[config.mk]
export PLATFORM = sky130hd
export DESIGN_NAME = dsa_top
export DESIGN_NICKNAME = d
export VERILOG_FILES = /design/src/dsa_pkg.sv /design/src/dsa_top.sv
export SDC_FILE = /design/constraint.sdc
export NUM_CORES = 1
export LEC_CHECK = 0
export BUFFER_PORTS_ARGS = -buffer_cell sky130_fd_sc_hd__clkbuf_2
export CAP_MARGIN = 20
export CORE_MARGIN = 1.5
export CORE_UTILIZATION = 41
export CTS_BUF_LIST = sky130_fd_sc_hd__clkbuf_16
export DETAILED_ROUTE_END_ITERATION = 8
export PLACE_DENSITY_LB_ADDON = 0.15
export SLEW_MARGIN = 20
export SYNTH_ARGS = -nofsm -noshare
export SYNTH_HDL_FRONTEND = slang
export SYNTH_SLANG_ARGS = --single-unit
[constraint.sdc]
create_clock -name clk_i -period 6.1 [get_ports clk_i]
set_clock_uncertainty 0.2 [all_clocks]
set_input_delay 0.61 -clock clk_i [delete_from_list [all_inputs] [get_ports clk_i]]
set_output_delay 0.61 -clock clk_i [all_outputs]
set_load 0.03 [all_outputs]
[src/dsa_pkg.sv]
// package for the drive state machine and mailbox abort logic
// shared by the single design module dsa_top
package dsa_pkg;

   // ==========================================================
   // abort codes
   localparam logic [31:0] ABORT_NONE        = 32'h0000_0000;
   localparam logic [31:0] ABORT_TOGGLE      = 32'h0503_0000;
   localparam logic [31:0] ABORT_TIMEOUT     = 32'h0504_0000;
   localparam logic [31:0] ABORT_CMD_UNKNOWN = 32'h0504_0001;
   localparam logic [31:0] ABORT_SUB0_NZ     = 32'h0601_0003;
   localparam logic [31:0] ABORT_NO_COMPLETE = 32'h0601_0004;
   localparam logic [31:0] ABORT_NO_OBJECT   = 32'h0602_0000;
   localparam logic [31:0] ABORT_NOT_MAPPABLE= 32'h0604_0041;
   localparam logic [31:0] ABORT_MAP_EXCEEDS = 32'h0604_0042;
   localparam logic [31:0] ABORT_LEN         = 32'h0607_0010;
   localparam logic [31:0] ABORT_LEN_LONG    = 32'h0607_0012;
   localparam logic [31:0] ABORT_LEN_SHORT   = 32'h0607_0013;
   localparam logic [31:0] ABORT_NO_SUB      = 32'h0609_0011;
   localparam logic [31:0] ABORT_TOO_GREAT   = 32'h0609_0031;
   localparam logic [31:0] ABORT_TOO_SMALL   = 32'h0609_0032;
   localparam logic [31:0] ABORT_BELOW_MIN   = 32'h0609_0036;
   localparam logic [31:0] ABORT_GENERAL     = 32'h0800_0000;
   localparam logic [31:0] ABORT_LOCAL_CTRL  = 32'h0800_0021;
   localparam logic [31:0] ABORT_STATE       = 32'h0800_0022;

   // ==========================================================
   // object indices
   localparam logic [15:0] OBJ_COMMAND = 16'h6040;
   localparam logic [15:0] OBJ_STATUS  = 16'h6041;

   // ==========================================================
   // command word bit positions
   localparam int CMD_SWITCH_ON   = 0;
   localparam int CMD_EN_VOLTAGE  = 1;
   localparam int CMD_QUICK_STOP  = 2;
   localparam int CMD_EN_OPER     = 3;
   localparam int CMD_FAULT_RESET = 7;

   // ==========================================================
   // status word patterns
   localparam logic [15:0] STAT_NOT_READY  = 16'h0000;
   localparam logic [15:0] STAT_SW_ON_DIS  = 16'h0040;
   localparam logic [15:0] STAT_READY      = 16'h0021;
   localparam logic [15:0] STAT_SWITCHED   = 16'h0023;
   localparam logic [15:0] STAT_OPER_EN    = 16'h0027;
   localparam logic [15:0] STAT_FAULT_REAC = 16'h000f;
   localparam logic [15:0] STAT_FAULT      = 16'h0008;

   // ==========================================================
   // timing
   localparam int CLK_PERIOD_NS = 10;
   localparam int INIT_TIME_US  = 10;
   localparam int INIT_CYCLES   = (INIT_TIME_US * 1000 + CLK_PERIOD_NS - 1)
                                  / CLK_PERIOD_NS;
   localparam int REACT_TIME_US = 10;
   localparam int REACT_CYCLES  = (REACT_TIME_US * 1000 + CLK_PERIOD_NS - 1)
                                  / CLK_PERIOD_NS;
   localparam int SYNC_PERIOD_1MS = 1;
   localparam int SYNC_PERIOD_2MS = 2;
   localparam int SYNC_PERIOD_4MS = 4;

   // ==========================================================
   // types
   typedef enum logic [2:0] {
      ST_NOT_READY,
      ST_SW_ON_DIS,
      ST_READY,
      ST_SWITCHED,
      ST_OPER_EN,
      ST_FAULT_REAC,
      ST_FAULT
   } dsa_state_e;

   typedef struct packed {
      logic        toggle_err;
      logic        timeout;
      logic        cmd_unknown;
      logic        complete_req;
      logic        no_complete;
      logic        no_object;
      logic        no_sub;
      logic        sub0_required;
      logic        sub0_nonzero;
      logic        map_req;
      logic        not_mappable;
      logic        map_exceeds;
      logic        len_err;
      logic        len_long;
      logic        len_short;
      logic        too_great;
      logic        too_small;
      logic        below_min;
      logic        local_ctrl;
      logic        state_locked;
      logic        other_err;
   } dsa_check_s;

endpackage

[src/dsa_top.sv]
// drive power-stage state machine, status word, mailbox abort coder
// and sync-aligned control cycle strobe
// assumes an object access engine presents checks as a one-cycle request
// and a sync pulse from the clock unit, possibly asynchronous
//
// Functional notes
// - a failed object access returns a 32-bit code; zero means no error.
// - toggle error, timeout and unknown command each return their own code.
// - write refused when entry needs subindex zero cleared and it is not.
// - complete access to an object that forbids it is refused.
// - non-mappable object or oversize mapping each return their own code.
// - missing index and missing subindex each return their own code.
// - length mismatch, too long and too short return distinct codes.
// - above maximum, too small and below minimum values are refused.
// - state-locked and local-control access return distinct codes.
// - cycle interrupt is raised from the shared-time sync pulse.
// - control cycle aligns to master sync pulses in synchronous mode.
// - master commands via command word; device reports state in status word.
// - switch-on and enable-operation occur only on master command.
// - bits 0, 1 and 3 together from ready advance to operation enabled when main power is on.
// - sit in not-ready during initialization, then go to switch-on-disabled.
// - ready-to-switch-on keeps drive functions disabled with main power on.
// - switched-on is servo-on but drive functions stay disabled.
// - drive functions and torque only in operation enabled.
// - fault enters fault reaction on its own, then rests in fault.
// - parameter writes accepted in every state after initialization.
// - status bits 6,5,3,2,1,0 encode the state as tabulated.
// - rising fault-reset edge leaves fault toward switch-on-disabled.
`timescale 1ns/100ps
`default_nettype none

module dsa_top
   import dsa_pkg::*;
#(
   parameter int INIT_COUNT  = INIT_CYCLES,
   parameter int REACT_COUNT = REACT_CYCLES
) (
   // clock and reset
   input  wire logic        clk_i,
   input  wire logic        rst_i,
   // command word and fault input
   input  wire logic [15:0] command_word_i,
   input  wire logic        command_valid_i,
   input  wire logic        fault_detect_i,
   input  wire logic        main_power_i,
   // object access check request
   input  wire logic        access_req_i,
   input  wire logic        access_write_i,
   input  wire dsa_check_s  access_check_i,
   // sync pulse and configured period
   input  wire logic        sync_pulse_i,
   input  wire logic        dc_mode_i,
   input  wire logic [2:0]  sync_period_ms_i,
   // access answer
   output logic             access_done_o,
   output logic             access_ok_o,
   output logic             param_write_o,
   output logic [31:0]      abort_code_o,
   // state and drive outputs
   output logic [15:0]      status_word_o,
   output dsa_state_e       state_o,
   output logic             servo_on_o,
   output logic             drive_enable_o,
   // cycle outputs
   output logic             cycle_irq_o,
   output logic             period_valid_o
);

   if (INIT_COUNT < 1 || REACT_COUNT < 1) begin : g_bad_count
      $error("dsa_top: counts must be at least one");
   end

   // ==========================================================
   // abort code priority encoder
   function automatic logic [31:0] abort_of(input dsa_check_s c,
                                            input logic       wr);
      logic [31:0] code;
      code = ABORT_NONE;
      if (c.toggle_err)
         code = ABORT_TOGGLE;
      else if (c.timeout)
         code = ABORT_TIMEOUT;
      else if (c.cmd_unknown)
         code = ABORT_CMD_UNKNOWN;
      else if (c.no_object)
         code = ABORT_NO_OBJECT;
      else if (c.no_sub)
         code = ABORT_NO_SUB;
      else if (c.complete_req && c.no_complete)
         code = ABORT_NO_COMPLETE;
      else if (c.local_ctrl)
         code = ABORT_LOCAL_CTRL;
      else if (c.state_locked)
         code = ABORT_STATE;
      else if (wr && c.sub0_required && c.sub0_nonzero)
         code = ABORT_SUB0_NZ;
      else if (wr && c.map_req && c.not_mappable)
         code = ABORT_NOT_MAPPABLE;
      else if (wr && c.map_req && c.map_exceeds)
         code = ABORT_MAP_EXCEEDS;
      else if (c.len_long)
         code = ABORT_LEN_LONG;
      else if (c.len_short)
         code = ABORT_LEN_SHORT;
      else if (c.len_err)
         code = ABORT_LEN;
      else if (wr && c.too_great)
         code = ABORT_TOO_GREAT;
      else if (wr && c.below_min)
         code = ABORT_BELOW_MIN;
      else if (wr && c.too_small)
         code = ABORT_TOO_SMALL;
      else if (c.other_err)
         code = ABORT_GENERAL;
      return code;
   endfunction

   // ==========================================================
   // input synchronisers for the sync pulse
   logic sync_meta;
   logic sync_sync;
   logic sync_prev;

   always_ff @(posedge clk_i) begin
      if (rst_i) begin
         sync_meta <= 1'b0;
         sync_sync <= 1'b0;
         sync_prev <= 1'b0;
      end else begin
         sync_meta <= sync_pulse_i;
         sync_sync <= sync_meta;
         sync_prev <= sync_sync;
      end
   end

   // ==========================================================
   // drive state machine
   dsa_state_e  state;
   dsa_state_e  next_state;
   logic [31:0] count;
   logic [31:0] next_count;
   logic        fr_prev;
   logic        next_fr_prev;
   logic        fr_rise;
   logic        sw_on;
   logic        en_volt;
   logic        en_oper;

   always_comb begin
      sw_on        = command_word_i[CMD_SWITCH_ON];
      en_volt      = command_word_i[CMD_EN_VOLTAGE];
      en_oper      = command_word_i[CMD_EN_OPER];
      fr_rise      = command_valid_i && command_word_i[CMD_FAULT_RESET]
                     && !fr_prev;
      next_fr_prev = command_valid_i ? command_word_i[CMD_FAULT_RESET]
                                     : fr_prev;
      next_state   = state;
      next_count   = count;
      if (fault_detect_i && state != ST_NOT_READY && state != ST_FAULT_REAC
          && state != ST_FAULT) begin
         next_state = ST_FAULT_REAC;
         next_count = 32'h0000_0000;
      end else begin
         unique case (state)
            ST_NOT_READY: begin
               if (count >= 32'(INIT_COUNT - 1)) begin
                  next_state = ST_SW_ON_DIS;
                  next_count = 32'h0000_0000;
               end else begin
                  next_count = count + 32'h0000_0001;
               end
            end
            ST_SW_ON_DIS: begin
               // quick-stop bit is ignored: quick stop not supported
               if (command_valid_i && en_volt && !sw_on)
                  next_state = ST_READY;
            end
            ST_READY: begin
               if (command_valid_i) begin
                  if (!en_volt)
                     next_state = ST_SW_ON_DIS;
                  else if (sw_on && en_oper && main_power_i)
                     next_state = ST_OPER_EN;
                  else if (sw_on && main_power_i)
                     next_state = ST_SWITCHED;
               end
            end
            ST_SWITCHED: begin
               if (command_valid_i) begin
                  if (!en_volt)
                     next_state = ST_SW_ON_DIS;
                  else if (!sw_on)
                     next_state = ST_READY;
                  else if (en_oper)
                     next_state = ST_OPER_EN;
               end
            end
            ST_OPER_EN: begin
               if (command_valid_i) begin
                  if (!en_volt)
                     next_state = ST_SW_ON_DIS;
                  else if (!sw_on)
                     next_state = ST_READY;
                  else if (!en_oper)
                     next_state = ST_SWITCHED;
               end
            end
            ST_FAULT_REAC: begin
               if (count >= 32'(REACT_COUNT - 1)) begin
                  next_state = ST_FAULT;
                  next_count = 32'h0000_0000;
               end else begin
                  next_count = count + 32'h0000_0001;
               end
            end
            ST_FAULT: begin
               if (fr_rise && !fault_detect_i)
                  next_state = ST_SW_ON_DIS;
            end
         endcase
      end
   end

   always_ff @(posedge clk_i) begin
      if (rst_i) begin
         state   <= ST_NOT_READY;
         count   <= 32'h0000_0000;
         fr_prev <= 1'b0;
      end else begin
         state   <= next_state;
         count   <= next_count;
         fr_prev <= next_fr_prev;
      end
   end

   // ==========================================================
   // status word and drive outputs
   logic [15:0] next_status;
   logic        next_servo;
   logic        next_drive;

   always_comb begin
      next_servo = 1'b0;
      next_drive = 1'b0;
      next_status = STAT_NOT_READY;
      unique case (next_state)
         ST_NOT_READY:  next_status = STAT_NOT_READY;
         ST_SW_ON_DIS:  next_status = STAT_SW_ON_DIS;
         ST_READY:      next_status = STAT_READY;
         ST_SWITCHED: begin
            next_status = STAT_SWITCHED;
            next_servo  = 1'b1;
         end
         ST_OPER_EN: begin
            next_status = STAT_OPER_EN;
            next_servo  = 1'b1;
            next_drive  = 1'b1;
         end
         ST_FAULT_REAC: next_status = STAT_FAULT_REAC;
         ST_FAULT:      next_status = STAT_FAULT;
      endcase
   end

   always_ff @(posedge clk_i) begin
      if (rst_i) begin
         status_word_o  <= STAT_NOT_READY;
         servo_on_o     <= 1'b0;
         drive_enable_o <= 1'b0;
      end else begin
         status_word_o  <= next_status;
         servo_on_o     <= next_servo;
         drive_enable_o <= next_drive;
      end
   end

   assign state_o = state;

   // ==========================================================
   // object access answer
   logic        next_done;
   logic        next_ok;
   logic        next_pwrite;
   logic [31:0] next_abort;
   logic [31:0] code_now;

   always_comb begin
      code_now    = abort_of(access_check_i, access_write_i);
      next_done   = 1'b0;
      next_ok     = 1'b0;
      next_pwrite = 1'b0;
      next_abort  = abort_code_o;
      if (access_req_i) begin
         next_done = 1'b1;
         if (state == ST_NOT_READY) begin
            next_abort = ABORT_STATE;
         end else begin
            next_abort  = code_now;
            next_ok     = (code_now == ABORT_NONE);
            next_pwrite = access_write_i && (code_now == ABORT_NONE);
         end
      end
   end

   always_ff @(posedge clk_i) begin
      if (rst_i) begin
         access_done_o <= 1'b0;
         access_ok_o   <= 1'b0;
         param_write_o <= 1'b0;
         abort_code_o  <= ABORT_NONE;
      end else begin
         access_done_o <= next_done;
         access_ok_o   <= next_ok;
         param_write_o <= next_pwrite;
         abort_code_o  <= next_abort;
      end
   end

   // ==========================================================
   // sync-aligned cycle strobe
   logic next_irq;
   logic next_pvalid;

   always_comb begin
      next_pvalid = (sync_period_ms_i == 3'(SYNC_PERIOD_1MS))
                 || (sync_period_ms_i == 3'(SYNC_PERIOD_2MS))
                 || (sync_period_ms_i == 3'(SYNC_PERIOD_4MS));
      next_irq    = dc_mode_i && next_pvalid
                    && sync_sync && !sync_prev;
   end

   always_ff @(posedge clk_i) begin
      if (rst_i) begin
         cycle_irq_o    <= 1'b0;
         period_valid_o <= 1'b0;
      end else begin
         cycle_irq_o    <= next_irq;
         period_valid_o <= next_pvalid;
      end
   end

endmodule

`default_nettype wire

; ---- Word level (Yosys, flattened, before mapping)
; Cells that the tools add are included.
[op_classes]
addsub = 1
n_lt_le_gt_ge = 1
eq_ne = 17
muxes = 42
bitwise_logic = 1
n_reduce_logical = 38
[ops]
columns = cell, n
row1 = $mux 28, 18
row2 = $pmux 16 s7, 1
row3 = $mux 32, 2
row4 = $mux 3, 17
row5 = $add 32x1->32 const B, 1
row6 = $ge 32x10->1 const B, 1
row7 = $logic_not 32->1, 1
row8 = $logic_and 1x1->1, 24
row9 = $eq 3x3->1 const B, 7
row10 = $pmux 3 s7, 1
row11 = $eq 3x2->1 const B, 5
row12 = $eq 3x1->1 const B, 3
row13 = $logic_not 3->1, 2
row14 = $ne 3x3->1 const B, 2
row15 = $reduce_or 2->1, 3
row16 = $logic_not 1->1, 4
row17 = $mux 1, 3
row18 = $reduce_bool 3->1, 1
row19 = $reduce_or 3->1, 1
row20 = $logic_or 1x1->1, 2
row21 = $not 1->1, 1
[totals]
ff_bits = 94
input_bits = 49
out_inout_bits = 58
elab_cells = 115

; ---- Logic depth before layout (Yosys ltp)
; Gate-level depths: netlist (run 1).
[logic_depth]
word_depth = 20
depth_mapped = 10
ltp_nobuf = 9

; ---- Worst setup path before layout (run 1)
; No wires, ideal clock.
[synth_timing]
path_kind = flip-flop to flip-flop
from = reg state[0], in the netlist state_o[0]
to = reg count[30]
setup_time_ns = 0.071
t_arrival_ns = 2.325
required_ns = 5.829
slack_ns = 3.505
stages_incl_launch_ff = 8
n_path_buf = 1
synth_period_minus_slack_ns = 2.595
cell_sequence = dfxtp_1 buf_2 xnor2_1 nand4_1 nor4_1 nand4_1 or2_2 a21oi_1
[synth_via]
elab_chain_len = 5
word_cells_on_any_way = 10
classes_between = eq/ne: 3 / reduce/logical: 7
[synth_lines]
columns = element, line
row1 = "start, declared", dsa_top.sv:138  ; dsa_state_e state;
row2 = "start signal, assigned", dsa_top.sv:230  ; state <= next_state;
row3 = $reduce_bool 3->1, dsa_top.sv:159  ; if (fault_detect_i && state != ST_NOT_READY && state != ST_FAULT_REAC
row4 = $logic_and 1x1->1 (2 in series), dsa_top.sv:159
row5 = $logic_and 1x1->1, dsa_top.sv:160  ; && state != ST_FAULT) begin
row6 = $reduce_or 2->1 (no source line), n/a
row7 = "end signal, assigned", dsa_top.sv:231  ; count <= next_count;
row8 = "end, declared", dsa_top.sv:140  ; logic [31:0] count;
; Several ways; a longest one is shown, not always the timed one.
; A chain may end at the register's enable or synchronous reset.

; ---- Worst setup path in the final report (run 1)
[layout_timing]
from = reg state[0], in the netlist state_o[0]
to = reg count[31]
; Same word-level chain as after synthesis.

==> impl_metrics.ini, run 1 <==
[synthesis]
syn-instance-count = 416
async_flop_share = 0
synth.cell_area_sq_um = 3410
synth-edff-count = 0
synth_cell_types = 61
ys_seq_area_frac = 0.388
synth_flop_cell = dfxtp_1
yosysWarnings = 0
synth-seq-cells = 66
syn_area_per_cell_sq_um = 8.20

[routing]
vias = 3071
detail-route-antenna-nets = 0
drt-vias-per-instance = 5.21
wl_per_cell_um = 12.7
wirelength_um = 7460
firstDrtPassIters = 5
drtIter0Drc = 104
drc = 0

[power_and_ir_drop]
total_power_mw = 1.12
cellPowerDensity_nw_per_um2 = 277
leakage_nw = 1.74
worst_ir_drop_vdd_mv = 0.102

[timing]
whs_ns = 0.187
min_period_over_period = 0.486
finalSetupViolCount = 0
worst_pin_slew_ns = 0.807
fin_setup_tns_ns = 0
slew_headroom = 0.462
drv_slew = 0
hold_viol_final = 0
worst_slack_ns = 3.14
clock.fmax_mhz = 337
period_needed_ns = 2.96
rsz0062_at_grt = false

[critical_path]
cp.buffers_inverters = 0
required_ns = 6.18
path_cells = xnor2_1 -> nand4_1 -> nor4b_1 -> nand4_1 -> nor3_1 -> o21a_1
critPathSlowestCell = dfxtp_1
cp_top_family = simple AND/OR/NAND/NOR gates
criticalPathCategory = reg2reg
worst_path_most_repeated_cell = nand4_1
crit_fanout = 23
start_kind = flip-flop
end_kind = flip-flop
max_stage_delay_ns = 0.80
arrival_ns = 3.04

[cts]
ctsHoldBuffers = 0
clockRootBuffer = clkbuf_16
cts_tree = done
post_cts_buffers = 0
cts_resized = 0
cts_max_path_buffers = 2
clk_pin_slew_ns = 0.06
clk_latency_ns = 0.33
cts_made_buffers = 9
cts_htree_levels = 3
numClockSinks = 66

[cells_and_area]
n_antenna_cell = 0
final_layout_size_suffix_gt1_frac = 0.198
final_cells = 589
nNetsFinal = 529
syn2layout_area_growth_pct = 18.9
final_design_area_no_fill_sq_um = 4050
postLayoutCoreUtil = 0.498
fill_cells = 805
final_cell_mix = 66 x dfxtp_1, 66 x clkbuf_2, 55 x nor2_1

[placed_design]
place.gp.congestion = 0.829
io_buffers = 66
postPlaceCellArea_sq_um = 3700
place_inst = 573
hpwl_um = 5530
place_ws_ns = 3.20

[floorplanning]
die-area_sq_um = 8870
num_rows = 33
core_sq_um = 8130
dieWidth_um = 94.2
io_pins = 107
chipHeight_um = 94.2
start_util = 0.419

[status]
status = finished clean

[global_routing]
grt_usage = 0.174
grt-ovfl-total = 0
grt_pass1_vias = 2651
grt_pass1_wl_um = 12200
antenna_found_initial = 0
grt_max_degree = 26

[hold_path]
min_path_type = reg2reg

[job]
max_cap_violations = 0
## logic make-up (layout without fill, tap and decap cells)
logic type,count (synthesis),after routing,share of synthesized area
DFF,66,66,0.388
buffers and inverters,53,94,0.0932
AOI/OAI and AO/OA,97,97,0.188
adders and majority gates,1,1,0.00367
and+or+nand+nor,182,182,0.282
other,1,28,0.00110
muxes,7,7,0.0209
xor gates and xnor gates,9,9,0.0231
## registers in the layout (all words and copies together), names as in the netlist
register,cells
access_ok_o,1
period_valid_o,1
sync_meta,1
state_o,3
fr_prev,1
sync_prev,1
cycle_irq_o,1
count,32
access_done_o,1
drive_enable_o,1
status_word_o,6
abort_code_o,14
servo_on_o,1
sync_sync,1
param_write_o,1
## metal layers
metal  GRT usage  vias to the layer above  wire [um]
met2       0.272                       91       3450
met5           0                        -          0
met4      0.0746                        0         82
met1       0.227                     1404       3540
met3      0.0413                        8        389
li1            -                     1568          -
## report_power, final
group	switching, mW	internal (mW)	leakage (nW)	total [mW]
clock	0.194	0.402	0.170	0.596
combinational	0.0622	0.0243	1.04	0.0865
sequential	0.00318	0.437	0.534	0.440
total	0.260	0.863	1.74	1.12
## worst paths after layout
path / startpoint / end / slack [ns] / cells past startpoint
setup reg to reg: state_o[0]$_SDFF_PP0_ / count[31]$_SDFFE_PP0P_ / 3.14 / 6
setup / recovery: state_o[0]$_SDFF_PP0_ / count[31]$_SDFFE_PP0P_ / 3.14 / 6
hold / removal: sync_prev$_SDFF_PP0_ / cycle_irq_o$_SDFF_PP0_ / 0.19 / 1
hold reg to reg: sync_prev$_SDFF_PP0_ / cycle_irq_o$_SDFF_PP0_ / 0.19 / 1
## synth_stat cells (all sizes together), types with 8 or more instances
cell,n,area share
nand3,9,0.015
nand4,8,0.015
clkbuf,8,0.0088
a21oi,26,0.038
nor2,55,0.061
dfxtp,66,0.39
nor3,11,0.016
o21a,11,0.024
nand2,30,0.033
and3,13,0.025
buf,34,0.072
nor4,10,0.018
inv,11,0.012
nor2b,10,0.018
o21ai,18,0.026
## worst register-to-register path, delay by kind of cell, from the launching register on
kind,cells,cell delay (ns)
AO/OA/AOI/OAI,1,0.12
AND/OR/NAND/NOR,4,1.58
flip-flops,1,0.80
XOR/XNOR,1,0.21
## cell type report
class                   instances  area, sq um  share of cell area
inverters                      11         41.3              0.0102
repair buffers                 67          338              0.0833
clock inverters                 7          125              0.0309
flip-flops and latches         66         1320               0.326
multi-input cells             324         1870               0.462
clock buffers                   9          225              0.0556
well taps                     105          131              0.0324
Note: power is estimated with default switching activity, not from simulation.
==> run 2, diff against run 1 <==
==> constraint.sdc (replaced) <==
create_clock -name clk_i -period 2.7 [get_ports clk_i]
set_clock_uncertainty 0.2 [all_clocks]
set_input_delay 0.27 -clock clk_i [delete_from_list [all_inputs] [get_ports clk_i]]
set_output_delay 0.27 -clock clk_i [all_outputs]
set_load 0.03 [all_outputs]
==> run 2 against run 1 <==
- hold slack got worse by 0.18 ns
- cell area increased by 2.4%
- critical path depth increased by 1
- die area unchanged
- utilization increased by 1.2 points
- setup slack got worse by 3.1 ns
- maximum frequency increased by 13%
- power increased by 120%
- combinational power increased by 130%
- final cell count increased by 2.4%
- largest cell class unchanged
- largest power group unchanged
==> impl_metrics.ini, run 2 (synthesis results as in run 1) <==
[global_routing]
grt_util_met1 = 0.232
grt_pass1_wl_um = 12700
grt_pass1_vias = 2820
grt_use_met3 = 0.0291
antenna_found_initial = 0
grt_use_met2 = 0.293
gr-max-usage-layer = met2
grt_usage = 0.180
grt_max_degree = 22
grt-ovfl-total = 0

[power_and_ir_drop]
p_int_mw = 1.86
worst_ir_drop_vdd_mv = 0.271
combPwrFrac = 0.083
switching_share = 0.238
leakage_nw = 1.80
cellPowerDensity_nw_per_um2 = 589
switchingPower_mw = 0.582
total_power_mw = 2.44
clockPowerShare = 0.511
seqPwrFrac = 0.407

[placed_design]
place.gp.congestion = 0.837
place_inst = 584
hpwl_um = 5860
io_buffers = 66
postPlaceCellArea_sq_um = 3790
place_ws_ns = 0.0459

[critical_path]
start_kind = flip-flop
crit_fanout = 6
end_kind = flip-flop
required_ns = 2.76
arrival_ns = 2.68
criticalPathCategory = reg2reg

[routing]
wl_per_cell_um = 12.7
drtIter0Drc = 82
vias = 3068
detail-route-antenna-nets = 0
firstDrtPassIters = 4
drc = 0
wirelength_um = 7670
drt-vias-per-instance = 5.09

[job]
max_cap_violations = 0

[timing]
clock.fmax_mhz = 382
drv_slew = 0
period_needed_ns = 2.62
finalSetupViolCount = 0
worst_slack_ns = 0.0798
min_period_over_period = 0.970
hold_viol_final = 0
rsz0062_at_grt = false
fin_setup_tns_ns = 0

[cells_and_area]
final_layout_size_suffix_gt1_frac = 0.221
reg_top3 = count x32, abort_code_o x14, status_word_o x6
final_cells = 603
largest_register = count
n_antenna_cell = 0
largest_reg_flops = 32
final_common_cell = clkbuf_2
final_cell_mix = 66 x clkbuf_2, 65 x dfxtp_1, 55 x nor2_1
fill_cells = 792
final_design_area_no_fill_sq_um = 4150
syn2layout_area_growth_pct = 21.8
nNetsFinal = 543

[floorplanning]
num_rows = 33
core_sq_um = 8130
chipHeight_um = 94.2
die-area_sq_um = 8870
io_pins = 107
start_util = 0.419
dieWidth_um = 94.2

[cts]
clk_latency_ns = 0.32
clk_pin_slew_ns = 0.06
cts_tree = done
clockRootBuffer = clkbuf_16
cts_made_buffers = 9
cts_max_path_buffers = 2
numClockSinks = 66
cts_htree_levels = 3

[status]
status = finished clean

[hold_path]
min_path_type = in2reg
[run 2: cell types whose count changed in the layout (fill, tap and decap cells not counted)]
cell	before	now
nor4b_2	0	1
inv_6	1	3
nor4_1	10	9
dlygate4sd3_1	0	2
nor4_2	0	1
nor4b_1	3	2
dfxtp_1	66	65
buf_4	1	13
bufinv_16	3	2
dfxtp_2	0	1
clkinv_4	3	1
clkinv_1	0	1
[run 2: cell type report]
type / count / area [sq um] / share of cell area
multi-input combinational: 324 / 1880 / 0.454
sequential: 66 / 1320 / 0.319
tap: 105 / 131 / 0.0316
clock inverter: 7 / 98.8 / 0.0238
inverter: 11 / 41.3 / 0.00995
clock buffer: 9 / 225 / 0.0542
timing repair buffer: 81 / 448 / 0.108
[run 2: path summary, 6_finish.rpt]
check                                              endpoint             startpoint  cells after the start  slack, ns
worst max-delay path            status_word_o[3]$_SDFF_PP0_  count[0]$_SDFFE_PP0P_                      7       0.08
worst min register to register       cycle_irq_o$_SDFF_PP0_   sync_prev$_SDFF_PP0_                      1       0.19
worst min-delay path                   fr_prev$_SDFFE_PP0P_      command_word_i[7]                      3       0.01
worst max register to register  status_word_o[3]$_SDFF_PP0_  count[0]$_SDFFE_PP0P_                      7       0.08
[run 2: power groups by stage]
stage                     Combinational, mW  Sequential (mW)  Clock (mW)
final                                 0.202            0.994        1.25
after global routing                  0.222            0.995        1.32
after CTS                             0.201            0.994        1.28
after detailed placement              0.199             1.02           0
after global placement                0.196             1.01           0
after floorplan                       0.152             1.03           0
[run 2: timing repair]
action | in CTS | in global routing
hold buffers | 2 | 0
resized for setup | 0 | 3
setup endpoints to repair | 0 | 16
endpoints found under the hold margin | 2 | 0
setup buffers | 0 | 1
[run 2: worst max-delay path, cell delays in order, from the launching register on]
cell and delay, ns:
dfxtp_1 0.32, ha_1 0.23, a211o_1 0.30, and4_4 0.21, or4_4 0.51, and3_4 0.20, or4_4 0.44, mux2i_1 0.14
[run 2: per-layer routing]
metal / part of all wire / wire length [um] / vias to the layer above
met5: 0 / 0 / -
met4: 0.015 / 116 / 0
met3: 0.042 / 320 / 10
met2: 0.47 / 3600 / 72
met1: 0.47 / 3630 / 1392
li1: - / - / 1594
[run 2: through the flow]
step           utilization  hold slack, ns
6_report             0.510         0.00969
5_1_grt              0.510          0.0336
4_1_cts              0.508         0.00260
3_5_place_dp         0.465           0.186
3_3_place_gp         0.465           0.178
2_1_floorplan            -           0.149
